## src/rtl/prps_pkg.sv

```systemverilog
// Purpose: Shared constants and types for the reference path selector.
// Assumes: One clock domain, synchronous active-high reset.
// Notes: Register offsets, field widths and reset values live here.
package prps_pkg;

    localparam int ADDR_W = 4; // Register address width
    localparam int DATA_W = 32; // Register data width

    // Register offsets
    localparam logic [3:0] OFS_REFCTL = 4'h0; // Reference choice and input type
    localparam logic [3:0] OFS_RDIV = 4'h1; // Pre-PFD divide value
    localparam logic [3:0] OFS_BYP = 4'h2; // Bypass source and buffer enables
    localparam logic [3:0] OFS_ZDM = 4'h3; // Zero-delay control
    localparam logic [3:0] OFS_STAT = 4'h4; // Resolved path status, read only

    // Field positions in REFCTL
    localparam int REFCTL_SRC_BIT = 0; // Choice driven by register when set
    localparam int REFCTL_MUX_BIT = 1; // Register choice: 1 selects differential
    localparam int REFCTL_XTYPE_LSB = 4; // Crystal-side input type
    localparam int REFCTL_DTYPE_LSB = 8; // Differential input type
    localparam int INTYPE_W = 2; // Width of an input type field

    // Field positions in BYP
    localparam int BYP_SRC_LSB = 0; // Bypass source select
    localparam int BYP_SRC_W = 2; // Width of bypass source select
    localparam int BYP_CH_LSB = 4; // Channel buffer enables 4..1
    localparam int BYP_CH_W = 4; // Number of bypass channel buffers
    localparam int BYP_Y0_BIT = 8; // Single-ended bypass buffer enable

    // Field positions in ZDM
    localparam int ZDM_MODE_BIT = 0; // Zero-delay mode on
    localparam int ZDM_FB_BIT = 1; // Feedback choice: 0 internal, 1 external
    localparam int ZDM_AUTO_BIT = 2; // Automatic zero-delay
    localparam int ZDM_DIFF_BIT = 3; // External feedback is differential

    // Field positions in STAT, read only
    localparam int STAT_REF_BIT = 0; // Differential reference in use
    localparam int STAT_DBL_BIT = 1; // Doubler active
    localparam int STAT_ZDM_BIT = 2; // Zero-delay active
    localparam int STAT_FBX_BIT = 3; // External feedback in use
    localparam int STAT_PIN_BIT = 4; // Synchronised select pin level

    // Divide field
    localparam int RDIV_W = 8; // Pre-PFD divide value width
    localparam logic [7:0] RDIV_DOUBLER = 8'h00; // Zero turns on the doubler
    localparam logic [7:0] RDIV_RESET = 8'h01; // Divide by one after reset

    // Bypass source encodings
    localparam logic [1:0] BYP_SEL_REF = 2'h0; // Selected input reference
    localparam logic [1:0] BYP_SEL_PFD = 2'h1; // Phase-detector input
    localparam logic [1:0] BYP_SEL_DIV = 2'h2; // Divider or doubler output (debug)

    // Reference choice
    typedef enum logic [0:0] {
        PRPS_REF_XTAL = 1'b0,
        PRPS_REF_DIFF = 1'b1
    } prps_ref_t;

    // Configuration carried between modules
    typedef struct packed {
        logic src_reg; // Register steers the mux
        logic mux_reg; // Register choice
        logic [1:0] xtype; // Crystal-side input type
        logic [1:0] dtype; // Differential input type
        logic [7:0] rdiv; // Pre-PFD divide value
        logic [1:0] byp_src; // Bypass source
        logic [3:0] byp_ch; // Channel bypass buffers
        logic byp_y0; // Single-ended bypass buffer
        logic zdm_on; // Zero-delay mode
        logic zdm_fb; // Feedback choice
        logic zdm_auto; // Automatic zero-delay
        logic fb_diff; // Differential external feedback
    } prps_cfg_t;

    // Resolved path controls
    typedef struct packed {
        prps_ref_t ref_sel; // Reference to PLL and distribution
        logic [1:0] in_type; // Input stage for the crystal-side pins
        logic dbl_on; // Frequency doubler active
        logic [7:0] div_val; // Divide ratio applied (1..255)
        logic [1:0] byp_src; // Bypass source
        logic [3:0] byp_ch; // Channel bypass buffers
        logic byp_y0; // Single-ended bypass buffer
        logic zdm_act; // Zero-delay valid and active
        logic fb_ext; // External feedback used
        logic fb_neg_used; // Negative feedback pin used
        logic fb_int_ch2; // Internal feedback from channel 2
    } prps_path_t;

endpackage

```

## src/rtl/prps_top.sv

```systemverilog
// Purpose: Reference path selection and configuration for a PLL clock generator.
// Assumes: Single 100 MHz ref_clk, synchronous active-high srst, plain register port.
// Notes: Reads return data one cycle after the strobe; unmapped reads give zero.
`timescale 1ns/1ps
module prps_top import prps_pkg::*; (
    input wire logic ref_clk, // 100 MHz system clock
    input wire logic srst, // Synchronous reset, active high
    input wire logic [ADDR_W-1:0] reg_addr, // Register address
    input wire logic [DATA_W-1:0] reg_wdata, // Write data
    input wire logic reg_wr, // Write strobe
    input wire logic reg_rd, // Read strobe
    output logic [DATA_W-1:0] reg_rdata, // Read data, one cycle later
    input wire logic input_choice_pin, // Reference select pin, asynchronous
    output logic ref_is_diff, // 1 when differential reference chosen
    output logic [INTYPE_W-1:0] xtal_in_type, // Crystal-side input stage
    output logic [INTYPE_W-1:0] diff_in_type, // Differential input stage
    output logic doubler_on, // Frequency doubler active
    output logic [RDIV_W-1:0] pre_pfd_divide_value, // Applied divide ratio
    output logic [BYP_SRC_W-1:0] bypass_source_sel, // Bypass path source
    output logic [BYP_CH_W-1:0] bypass_chan_buf_on, // Channel 4..1 bypass buffers
    output logic bypass_single_out_on, // Single-ended bypass buffer
    output logic zero_delay_on, // Zero-delay mode active
    output logic ext_fb_pos_en, // Use positive external feedback pin
    output logic ext_fb_neg_en, // Use negative external feedback pin
    output logic int_fb_ch2_en // Internal feedback from channel 2
);

    ////////////////////////////////////////////////////////////////////////
    // Pin synchronisation

    logic pin_sync; // Select pin after two flops

    prps_sync2 u_sync (
        .ref_clk(ref_clk),
        .srst(srst),
        .din(input_choice_pin),
        .dout(pin_sync)
    );

    ////////////////////////////////////////////////////////////////////////
    // Configuration registers

    prps_cfg_t cfg_reg; // Stored configuration
    prps_cfg_t cfg_next; // Next configuration

    // Writes update fields; apart from reset, nothing else changes them
    always_comb begin
        cfg_next = cfg_reg;
        if (reg_wr) begin
            unique case (reg_addr)
                OFS_REFCTL: begin
                    cfg_next.src_reg = reg_wdata[REFCTL_SRC_BIT];
                    cfg_next.mux_reg = reg_wdata[REFCTL_MUX_BIT];
                    cfg_next.xtype = reg_wdata[REFCTL_XTYPE_LSB +: INTYPE_W];
                    cfg_next.dtype = reg_wdata[REFCTL_DTYPE_LSB +: INTYPE_W];
                end
                OFS_RDIV: begin
                    cfg_next.rdiv = reg_wdata[RDIV_W-1:0];
                end
                OFS_BYP: begin
                    cfg_next.byp_src = reg_wdata[BYP_SRC_LSB +: BYP_SRC_W];
                    cfg_next.byp_ch = reg_wdata[BYP_CH_LSB +: BYP_CH_W];
                    cfg_next.byp_y0 = reg_wdata[BYP_Y0_BIT];
                end
                OFS_ZDM: begin
                    cfg_next.zdm_on = reg_wdata[ZDM_MODE_BIT];
                    cfg_next.zdm_fb = reg_wdata[ZDM_FB_BIT];
                    cfg_next.zdm_auto = reg_wdata[ZDM_AUTO_BIT];
                    cfg_next.fb_diff = reg_wdata[ZDM_DIFF_BIT];
                end
                default: begin
                    // Unmapped or read-only offset: write ignored
                end
            endcase
        end
    end

    // Reset gives normal PLL, pin-steered, divide by one
    always_ff @(posedge ref_clk) begin
        if (srst) begin
            cfg_reg <= '0;
            cfg_reg.rdiv <= RDIV_RESET;
        end else begin
            cfg_reg <= cfg_next;
        end
    end

    ////////////////////////////////////////////////////////////////////////
    // Path resolution

    prps_path_t path_now; // Combinational resolved path
    prps_path_t path_reg; // Registered path
    prps_path_t path_next; // Next registered path

    prps_resolve u_res (
        .cfg(cfg_reg),
        .pin_sel(pin_sync),
        .path(path_now)
    );

    // Register resolved path so outputs come from flops
    always_comb begin
        path_next = path_now;
    end

    always_ff @(posedge ref_clk) begin
        if (srst) begin
            path_reg <= '0;
            path_reg.div_val <= RDIV_RESET;
        end else begin
            path_reg <= path_next;
        end
    end

    ////////////////////////////////////////////////////////////////////////
    // Read port

    logic [DATA_W-1:0] rdata_next; // Next read data

    // Read mux; unmapped reads return zero
    always_comb begin
        rdata_next = '0;
        if (reg_rd) begin
            unique case (reg_addr)
                OFS_REFCTL: begin
                    rdata_next[REFCTL_SRC_BIT] = cfg_reg.src_reg;
                    rdata_next[REFCTL_MUX_BIT] = cfg_reg.mux_reg;
                    rdata_next[REFCTL_XTYPE_LSB +: INTYPE_W] = cfg_reg.xtype;
                    rdata_next[REFCTL_DTYPE_LSB +: INTYPE_W] = cfg_reg.dtype;
                end
                OFS_RDIV: begin
                    rdata_next[RDIV_W-1:0] = cfg_reg.rdiv;
                end
                OFS_BYP: begin
                    rdata_next[BYP_SRC_LSB +: BYP_SRC_W] = cfg_reg.byp_src;
                    rdata_next[BYP_CH_LSB +: BYP_CH_W] = cfg_reg.byp_ch;
                    rdata_next[BYP_Y0_BIT] = cfg_reg.byp_y0;
                end
                OFS_ZDM: begin
                    rdata_next[ZDM_MODE_BIT] = cfg_reg.zdm_on;
                    rdata_next[ZDM_FB_BIT] = cfg_reg.zdm_fb;
                    rdata_next[ZDM_AUTO_BIT] = cfg_reg.zdm_auto;
                    rdata_next[ZDM_DIFF_BIT] = cfg_reg.fb_diff;
                end
                OFS_STAT: begin
                    // Live state: which reference, doubler, zero-delay, external feedback, pin level
                    rdata_next[STAT_REF_BIT] = path_reg.ref_sel;
                    rdata_next[STAT_DBL_BIT] = path_reg.dbl_on;
                    rdata_next[STAT_ZDM_BIT] = path_reg.zdm_act;
                    rdata_next[STAT_FBX_BIT] = path_reg.fb_ext;
                    rdata_next[STAT_PIN_BIT] = pin_sync;
                end
                default: begin
                    rdata_next = '0;
                end
            endcase
        end
    end

    // Read data stands only in the cycle after the strobe
    always_ff @(posedge ref_clk) begin
        if (srst) begin
            reg_rdata <= '0;
        end else begin
            reg_rdata <= rdata_next;
        end
    end

    ////////////////////////////////////////////////////////////////////////
    // Outputs, all from flops

    always_comb begin
        ref_is_diff = path_reg.ref_sel;
        xtal_in_type = path_reg.in_type;
        diff_in_type = cfg_reg.dtype;
        doubler_on = path_reg.dbl_on;
        pre_pfd_divide_value = path_reg.div_val;
        bypass_source_sel = path_reg.byp_src;
        bypass_chan_buf_on = path_reg.byp_ch;
        bypass_single_out_on = path_reg.byp_y0;
        zero_delay_on = path_reg.zdm_act;
        ext_fb_pos_en = path_reg.fb_ext;
        ext_fb_neg_en = path_reg.fb_neg_used;
        int_fb_ch2_en = path_reg.fb_int_ch2;
    end

endmodule

```

## src/rtl/prps_sync2.sv

```systemverilog
// Purpose: Two-flop synchroniser for a level from a pin.
// Assumes: Input is asynchronous to ref_clk.
// Notes: First stage feeds only the second.
`timescale 1ns/1ps
module prps_sync2 import prps_pkg::*; (
    input wire logic ref_clk, // System clock
    input wire logic srst, // Synchronous reset
    input wire logic din, // Asynchronous level
    output logic dout // Synchronised level
);
    logic meta_reg; // First stage
    logic meta_next; // First stage next
    logic sync_next; // Second stage next

    // Shift the level through two stages
    always_comb begin
        meta_next = din;
        sync_next = meta_reg;
    end

    // Register both stages
    always_ff @(posedge ref_clk) begin
        if (srst) begin
            meta_reg <= 1'b0;
            dout <= 1'b0;
        end else begin
            meta_reg <= meta_next;
            dout <= sync_next;
        end
    end
endmodule

```

## src/rtl/prps_resolve.sv

```systemverilog
// Purpose: Combinational resolution of configuration into path controls.
// Assumes: Select pin already synchronised.
// Notes: Output is registered by the caller.
`timescale 1ns/1ps
module prps_resolve import prps_pkg::*; (
    input wire prps_cfg_t cfg, // Stored configuration
    input wire logic pin_sel, // Synchronised select pin
    output prps_path_t path // Resolved controls
);
    // Work out each control from the fields
    always_comb begin
        path = '0;
        if (cfg.zdm_on && cfg.zdm_auto && cfg.src_reg && cfg.mux_reg
                && cfg.rdiv == RDIV_RESET) begin
            path.zdm_act = 1'b1;
        end
        if (path.zdm_act) begin
            path.ref_sel = PRPS_REF_DIFF;
        end else if (cfg.src_reg) begin
            path.ref_sel = prps_ref_t'(cfg.mux_reg);
        end else begin
            path.ref_sel = prps_ref_t'(pin_sel);
        end
        path.in_type = cfg.xtype;
        path.dbl_on = (cfg.rdiv == RDIV_DOUBLER);
        path.div_val = path.dbl_on ? RDIV_RESET : cfg.rdiv;
        path.byp_src = cfg.byp_src;
        path.byp_ch = cfg.byp_ch;
        path.byp_y0 = cfg.byp_y0;
        path.fb_ext = path.zdm_act && cfg.zdm_fb;
        path.fb_neg_used = path.fb_ext && cfg.fb_diff;
        path.fb_int_ch2 = path.zdm_act && !cfg.zdm_fb;
    end
endmodule

```

## config.mk

```make
export PLATFORM = sky130hd
export DESIGN_NAME = prps_top
export DESIGN_NICKNAME = d
export VERILOG_FILES = /design/src/rtl/prps_pkg.sv /design/src/rtl/prps_top.sv /design/src/rtl/prps_sync2.sv /design/src/rtl/prps_resolve.sv
export SDC_FILE = /design/constraint.sdc
export NUM_CORES = 1
export LEC_CHECK = 0
export BUFFER_PORTS_ARGS = -buffer_cell sky130_fd_sc_hd__buf_2
export CAP_MARGIN = 20
export CORE_UTILIZATION = 49
export CTS_BUF_LIST = sky130_fd_sc_hd__clkbuf_8
export CTS_CLUSTER_DIAMETER = 80
export DETAILED_ROUTE_END_ITERATION = 16
export PLACE_DENSITY_LB_ADDON = 0.25
export SYNTH_ARGS = -nofsm -noshare
export SYNTH_HDL_FRONTEND = slang
export SYNTH_SLANG_ARGS = --single-unit
```

## constraint.sdc

```tcl
create_clock -name ref_clk -period 1.5 [get_ports ref_clk]
set_input_delay 0.3 -clock ref_clk [delete_from_list [all_inputs] [get_ports ref_clk]]
set_output_delay 0.3 -clock ref_clk [all_outputs]
set_load 0.005 [all_outputs]
```

==> results.md, run 1 <==
* Arrival @ worst endpoint at 1530 ps
* Main combinational cell family by area after synthesis: simple AND/OR/NAND/NOR gates
* Total Routed Length at 5580 µm
* Site row count at 25
* Crit path from: cfg_reg[15]
* CP Cell Sequence: nor4_1 -> buf_4 -> nand4_1 -> nor3_1
* Ys Warns at 0
* Final setup TNS at 0 ps
* Area Overhead vs Synth at 20.1%
* Commonest non-fill, non-tap cell in the layout: dfxtp_1
* Grt ovf at 0
* DRC Markers at 0
* Die X-Extent at 73.7 µm
* Worst hold-check path type: in2reg
* DRT antenna net count at 0
* RSZ-0062 raised after global routing: no
* All-Layer GR Usage at 22.1%
* Adder-cell share of the synthesized area at 0%
* Total power at 3.44 mW
* Starting DRC count in detailed routing at 136
* Final Cycle Share at 84.1%
* Vias in the first global route at 1833
* Chip height at 73.7 µm
* Synth Flop Type: dfxtp_1
* CTS max path bufs at 2
* Clk slew on worst S/H paths at 70 ps
* Max_slew headroom at 45.5%
* MaxCap Viol Count at 0
* Antenna cells at 0
* Largest net degree at the start of global routing at 24
* Max FO, Critical Path at 4
* Layout cells sized above 1 at 28.4%
* Least-Margin Pin Slew at 815 ps
* Commonest non-fill, non-tap cells in the layout: dfxtp_1 (60), buf_2 (53), a21oi_1 (27)
* CTS tree: done
* Detailed Routing Iterations Pass 1 at 4
* Final hold slack at 186 ps
* Worst-Skew Late Latency at 340 ps
* Setup Skew at 5.11 ps
* Slowest CP cell: dfxtp_1
* Area share of and/or/nand/nor cells after synthesis at 22.1%
* Initial Util at 52.3%
* Fin nets at 377
* Setup bufs post-CTS at 0
* Count of final hold-check violations at 0
* Setup violators final at 0
* DR WL/cell at 13.7 µm
* Global-route wire length before repair at 8800 µm
* Core Area at 0.00482 mm²
* VDD IR max at 0.557 mV
* Routability cong. at 0.878
* I/O Buffers at 53
* Dpl hpwl at 3940 µm
* Die area at 0.00543 mm²
* Hold_buf cts at 0
* Leak Pwr at 1.27 nW
* Post-synthesis sequential area ratio at 47.7%
* Post-synthesis cell count at 275
* Avg Inst Size Synth at 9.15 µm²
* Fin. max-slew vios at 0
* Worst Min Path Start: input_choice_pin
* Max stage delay on crit path at 360 ps
* Post-synth cell types at 37
* Initial antenna violation count at 0
* CP endpoint kind: flip-flop
* Run status: finished clean
* Post-synth EDFFs at 0
* Number of flip-flops in the largest register at 23
* H-Tree Depth at 3
* IO Pins at 98
* Worst r2r src: cfg_reg[15]
* Mapped cell area at 0.00252 mm²
* Via/cell ratio at 5.09
* Pwr Density at 1140 mW/mm²
* DR vias at 2078
* Final min period at 1260 ps
* WS Path Type: reg2reg
* Worst Setup Start Kind: flip-flop
* Post-synthesis compound-gate area fraction at 14.0%
* Clock Sinks at 60
* Num CTS Buffers at 9
* Post-synthesis xor/xnor area fraction at 0%
* Async SR Flop Fraction at 0%
* Crit path required time at 1770 ps
* Max frequency at 0.793 GHz
* Clk root buf: clkbuf_8
* Resize count post-CTS at 0
* Yosys reg bits at 60
* Mux contribution to synthesized area at 3.33%
==> logic make-up after synthesis <==
| kind of cell | after synthesis |
|---|---|
| DFF | 60 |
| muxes | 8 |
| buffers and inverters | 48 |
| other | 1 |
| and+or+nand+nor | 95 |
| AOI/OAI and AO/OA | 63 |
==> critical path, delay by kind of cell (launching register included) <==
family,cells,cell delay [ps]
and+or+nand+nor,3,660
buffers and inverters,1,170
DFF,1,360
==> routing by layer <==
metal	wire length (µm)	global-route usage, %	vias to the layer above	part of all wire [%]
met5	0	0	-	0
met4	159	11.5	0	2.9
met1	2480	27.9	960	44
met2	2630	34.9	68	47
li1	-	-	1035	-
met3	311	5.35	15	5.6
==> final timing paths <==
kind / cells past startpoint / slack, ps / end
worst min register to register: 1 / 440 / u_sync.dout
worst max-delay path: 4 / 240 / ext_fb_neg_en
worst max register to register: 4 / 240 / ext_fb_neg_en
worst min-delay path: 2 / 190 / u_sync.meta_reg
==> power breakdown <==
group | switching, mW | total (mW) | internal (mW)
Combinational | 0.152 | 0.245 | 0.0930
Clock | 0.612 | 1.58 | 0.965
Sequential | 0.0100 | 1.62 | 1.61
==> cells in the mapped netlist, drive strengths merged (2+ instances only) <==
cell type	count	area, µm²
clkbuf	8	30.0
o21ai	27	139
nor3	4	20.0
buf	37	279
nand2	6	22.5
mux2	3	33.8
nor3b	3	33.8
a21oi	27	135
a31oi	2	12.5
nor2b	22	138
nand3	26	130
nand2b	2	12.5
a211o	2	17.5
inv	3	11.3
nand3b	8	60.1
a22oi	2	15.0
nor2	10	40.0
mux2i	5	50.1
nand4	6	37.5
nor4	2	12.5
dfxtp	60	1200
==> layout make-up <==
cell class                 count  area [µm²]
timing repair buffer          74         435
sequential                    60        1200
multi-input combinational    188        1070
clock buffer                  10         138
tap                           67        83.8
inverter                       3        11.3
clock inverter                 6        80.1
fill                         449        1790
==> stage by stage <==
stage                     setup slack [ps]  utilization, %  std cells  cell area (µm²)
final                                  239            62.8        408             3020
after global routing                   124            62.8        408             3020
after CTS                              233            62.8        408             3020
after detailed placement             -6.44            58.3        392             2810
after global placement               -14.2            58.3        392             2810
after floorplan                        159               -        296             2600
Note: power is estimated with default switching activity, not from simulation.
==> run 2: changes to the inputs <==
Settings changed: CORE_UTILIZATION 49 to 45.
Clock period 1.5 ns to 1.15 ns, I/O delays scaled along.
==> results.md, run 2 (synthesis gave the netlist of run 1 again) <==
* Run status: complete, but fails checks
* Violated checks: setup timing
* Fin. max-slew vios at 0 (unchanged)
* Leak Pwr at 1.38 nW (+9.1%)
* Final worst setup slack at -78.5 ps (-318 ps)
* # fillers at 457 (+1.8%)
* Site row count at 26 (+4.0%)
* Worst Setup Start Kind: flip-flop
* VDD IR max at 0.785 mV (+41%)
* Area Overhead vs Synth at 27.9%
* Routability cong. at 0.836 (-4.7%)
* Grt ovf at 0 (unchanged)
* Global-route wire length before repair at 9680 µm (+10%)
* Arrival @ worst endpoint at 1470 ps (-60 ps)
* Antenna cells at 0 (unchanged)
* Initial antenna violation count at 0 (unchanged)
* Worst-Skew Late Latency at 330 ps (about the same)
* IO Pins at 98 (unchanged)
* Commonest non-fill, non-tap cells in the layout: dfxtp_1 (57), buf_2 (53), buf_4 (36)
* Final Cycle Share at 107% (+23 points)
* Final core utilization at 61.5% (-1.3 points)
* Worst hold-check path type: in2reg
* Crit path required time at 1390 ps (-380 ps)
* Layout cells sized above 1 at 33.2% (+4.8 points)
* Initial Util at 48.1% (-4.2 points)
* Commonest non-fill, non-tap cell in the layout: dfxtp_1
* Hold_buf cts at 0 (unchanged)
* Clock Power Share at 48.7% (+2.9 points)
* Max frequency at 0.814 GHz (+2.6%)
* I/O Buffers at 53 (unchanged)
* Post-route insts no fill at 428 (+4.9%)
* RSZ-0062 raised after global routing: yes
* Slowest CP cell: or4_1
* DRT antenna net count at 0 (unchanged)
* CTS tree: done
* DR vias at 2181 (+5.0%)
* H-Tree Depth at 3 (unchanged)
* Final min period at 1230 ps (-32.4 ps)
* Placed insts at 412 (+5.1%)
* Via/cell ratio at 5.10 (about the same)
* Num CTS Buffers at 9 (unchanged)
* Clk slew on worst S/H paths at 70 ps (about the same)
* Number of flip-flops in the largest register at 23 (unchanged)
* Largest net degree at the start of global routing at 26 (+8.3%)
* Chip height at 76.8 µm (+4.2%)
* Total Routed Length at 5840 µm (+4.8%)
* Net Switching at 1.02 mW (+32%)
* Setup Skew at 5.67 ps (+0.558 ps)
* Pwr Density at 1500 mW/mm² (+31%)
* Die area at 0.00590 mm² (+8.6%)
* CP endpoint kind: flip-flop
* Vias in the first global route at 1987 (+8.4%)
* CTS max path bufs at 2 (unchanged)
* Setup bufs post-CTS at 0 (unchanged)
* Dpl hpwl at 4120 µm (+4.5%)
* Delay-heaviest family, CP: simple AND/OR/NAND/NOR gates
* Flop pwr share at 43.8% (-3.3 points)
* Final hold slack at 113 ps (-72.6 ps)
* Max FO, Critical Path at 3 (-1)
* Clk root buf: clkbuf_8
* Detailed Routing Iterations Pass 1 at 4 (unchanged)
* Clock Sinks at 60 (unchanged)
* Count of final hold-check violations at 0 (unchanged)
* CP Cell Sequence: mux2i_1 -> or4_1 -> a221oi_2
* Core Area at 0.00524 mm² (+8.7%)
* Max stage delay on crit path at 420 ps (+60 ps)
* Gate power share at 7.5% (+0.4 points)
* All-Layer GR Usage at 21.1% (-0.95 points)
* Power Internal at 3.80 mW (+42%)
* Starting DRC count in detailed routing at 150 (+10%)
* Buffers and inverters on the worst path at 0 (-1)
* Fin nets at 394 (+4.5%)
* WS Path Type: reg2reg
* Switching share of total power at 21.2% (-1.3 points)
* MaxCap Viol Count at 0 (unchanged)
* Setup violators final at 2 (+2)
* DRC Markers at 0 (unchanged)
* Die X-Extent at 76.8 µm (+4.2%)
* DR WL/cell at 13.7 µm (-0.11%)
run 2: changes by cell type in the layout (fill, tap and decap cells not counted):
| cell | delta |
|---|---|
| buf_12 | +1 |
| buf_4 | +16 |
| bufinv_16 | +1 |
| clkbuf_8 | +1 |
| clkinvlp_4 | -1 |
| dfxtp_1 | -3 |
| dfxtp_2 | +3 |
| inv_1 | -1 |
| nor4_1 | -1 |
| nor4_4 | +1 |
run 2: power groups by stage:
stage	logic (mW)	clock network, mW	registers [mW]
floorplan	0.252	0	2.15
global placement	0.348	0	2.16
detailed placement	0.350	0	2.16
CTS	0.354	2.37	2.11
global route	0.390	2.50	2.11
finish	0.359	2.34	2.11
run 2: what timing repair did:
action                     CTS  global route
setup endpoints to repair    2             6
resized for setup            1             4
pin swaps                    1             2
run 2: final timing paths:
kind	slack (ps)	startpoint	end	depth (start not counted)
setup / recovery	-80	cfg_reg[16]	reg_rdata[5]	3
hold / removal	110	input_choice_pin	u_sync.meta_reg	2
setup reg to reg	-80	cfg_reg[16]	reg_rdata[5]	3
hold reg to reg	450	u_sync.meta_reg	u_sync.dout	1
run 2: worst reg2reg max path: cells and delay by family, from the launching register on:
kind	cells	cell delay [ps]
simple gates	1	420
compound gates	1	250
mux	1	100
flops	1	360
run 2: metrics by stage:
step	power, mW	worst slack [ps]	TNS [ps]	cell area, µm²
CTS	4.83	-71.1	-111	3200
finish	4.82	-78.5	-84.9	3220
global route	5.01	-116	-287	3220
floorplan	2.41	-118	-2390	2600
global placement	2.50	-171	-3550	2950
detailed placement	2.51	-232	-4270	2950
run 2: metal layers:
metal  global-route usage (%)  vias up  part of all wire, %
met2                     31.3       94                   45
met4                     9.81        0                  2.0
li1                         -     1069                    -
met3                     4.29       10                  6.5
met1                     29.3     1008                   46
met5                        0        -                    0
run 2: cell type report:
type / instances / area, µm² / area share, %
Clock inverter: 5 / 98.8 / 3.07
Inverter: 3 / 11.3 / 0.350
Multi-Input combinational cell: 188 / 1090 / 33.9
Timing Repair Buffer: 91 / 576 / 17.9
Sequential cell: 60 / 1200 / 37.4
Tap cell: 70 / 87.6 / 2.72
Clock buffer: 11 / 151 / 4.70
==> run 3: changes to the inputs <==
Settings changed: CORE_UTILIZATION 45 to 49.
Clock period 1.15 ns to 1.4 ns, I/O delays scaled along.
==> results.md, run 3 (synthesis gave the netlist of run 1 again) <==
* Count of final hold-check violations at 0 (unchanged)
* DR WL/cell at 13.3 µm (-2.5%)
* Commonest non-fill, non-tap cells in the layout: dfxtp_1 (60), buf_2 (53), buf_4 (28)
* Max FO, Critical Path at 4 (+1)
* I/O Buffers at 53 (unchanged)
* Grt ovf at 0 (unchanged)
* Dpl cell area at 0.00291 mm² (-1.5%)
* VDD IR max at 0.874 mV (+11%)
* Resize count post-CTS at 0 (-1)
* Top Layer Used: met4
* Worst Setup Start Kind: flip-flop
* Layout cells sized above 1 at 30.8% (-2.5 points)
* M1 WL at 2450 µm (-9.6%)
* MaxCap Viol Count at 0 (unchanged)
* Arrival @ worst endpoint at 1520 ps (+50 ps)
* Hold_buf cts at 0 (unchanged)
* Commonest non-fill, non-tap cell in the layout: dfxtp_1
* Slowest CP cell: dfxtp_1
* Dpl hpwl at 4030 µm (-2.2%)
* Routability cong. at 0.881 (+5.3%)
* Final hold slack at 157 ps (+43.3 ps)
* Site row count at 25 (-3.8%)
* Chip height at 73.7 µm (-4.1%)
* Detailed Routing Iterations Pass 1 at 4 (unchanged)
* Initial antenna violation count at 0 (unchanged)
* CTS tree: done
* Via/cell ratio at 5.00 (-1.9%)
* Largest net degree at the start of global routing at 21 (-19%)
* Final min period at 1250 ps (+21.1 ps)
* Total Routed Length at 5560 µm (-4.8%)
* DRT antenna net count at 0 (unchanged)
* CP endpoint kind: flip-flop
* Die X-Extent at 73.7 µm (-4.1%)
* Max frequency at 0.800 GHz (-1.7%)
* Crit path required time at 1670 ps (+280 ps)
* Setup violators final at 0 (-2)
* Clk slew on worst S/H paths at 60 ps (about the same)
* Total power at 3.58 mW (-26%)
* IO Pins at 98 (unchanged)
* Worst-Skew Late Latency at 340 ps (about the same)
* Number of flip-flops in the largest register at 23 (unchanged)
* Core Area at 0.00482 mm² (-8.0%)
* WS Path Type: reg2reg
* Num CTS Buffers at 9 (unchanged)
* Met2 Routed Length at 2710 µm (+2.5%)
* Area Overhead vs Synth at 23.5%
* Worst hold-check path type: in2reg
* Starting DRC count in detailed routing at 139 (-7.3%)
* Antenna cells at 0 (unchanged)
* Met3 Wirelength at 308 µm (-19%)
* RSZ-0062 raised after global routing: no
* Leak Pwr at 1.32 nW (-4.6%)
* Max stage delay on crit path at 340 ps (-80 ps)
* Vias in the first global route at 1835 (-7.6%)
* Pwr Density at 1150 mW/mm² (-23%)
* CP Cell Sequence: nor4_1 -> buf_4 -> nand4_1 -> nor3_1
* Setup Skew at 5.20 ps (-0.462 ps)
* Fin. max-slew vios at 0 (unchanged)
* CTS max path bufs at 2 (unchanged)
* Setup bufs post-CTS at 0 (unchanged)
* Final Cycle Share at 89.3% (-18 points)
* Fin area at 0.00311 mm² (-3.4%)
* Fin nets at 387 (-1.8%)
* Initial Util at 52.3% (+4.2 points)
* H-Tree Depth at 3 (unchanged)
* Final core utilization at 64.5% (+3.1 points)
* DRC Markers at 0 (unchanged)
* Run status: finished clean
* Die area at 0.00543 mm² (-8.0%)
* Clk root buf: clkbuf_8
* DR vias at 2090 (-4.2%)
* All-Layer GR Usage at 22.6% (+1.4 points)
* Global-route wire length before repair at 8890 µm (-8.1%)
* Clock Sinks at 60 (unchanged)
run 3: changes by cell type in the layout (fill, tap and decap cells not counted), moves of 2 or more:
cell,change
buf_4,-8
bufinv_16,-2
dfxtp_1,+3
dfxtp_2,-3
run 3: worst max-delay path, delay by kind of cell, from the launching register on:
kind,cells,cell delay [ps]
buffers and inverters,1,180
flip-flops,1,340
AND/OR/NAND/NOR,3,660
run 3: metrics by stage:
| step | setup slack (ps) | instances | setup TNS, ps |
|---|---|---|---|
| after global routing | 69.6 | 418 | 0 |
| after global placement | 5.49 | 402 | 0 |
| after CTS | 147 | 418 | 0 |
| after floorplan | 78.8 | 296 | 0 |
| final | 150 | 418 | 0 |
| after detailed placement | -19.2 | 402 | -26.4 |
run 3: final cells by class:
type                       count  area [µm²]
inverter                       3        11.3
clock buffer                  11         151
sequential                    60        1200
tap                           67        83.8
fill                         446        1710
timing repair buffer          84         536
clock inverter                 5        51.3
multi-input combinational    188        1070
run 3: report_power, final:
part           switching (mW)  internal (mW)
clock network           0.650          0.905
logic                   0.165          0.122
registers              0.0104           1.72
total                   0.825           2.75
run 3: metal layers:
layer,GRT usage (%),up-vias
li1,-,1050
met1,28.7,963
met2,34.9,67
met3,5.49,10
met4,13.0,0
met5,0,-
run 3: worst paths after layout:
kind / start / end / slack [ps] / cells after the start
min reg2reg: u_sync.meta_reg / u_sync.dout / 440 / 1
min: input_choice_pin / u_sync.meta_reg / 160 / 2
max reg2reg: cfg_reg[16] / ext_fb_neg_en / 150 / 4
max: cfg_reg[16] / ext_fb_neg_en / 150 / 4
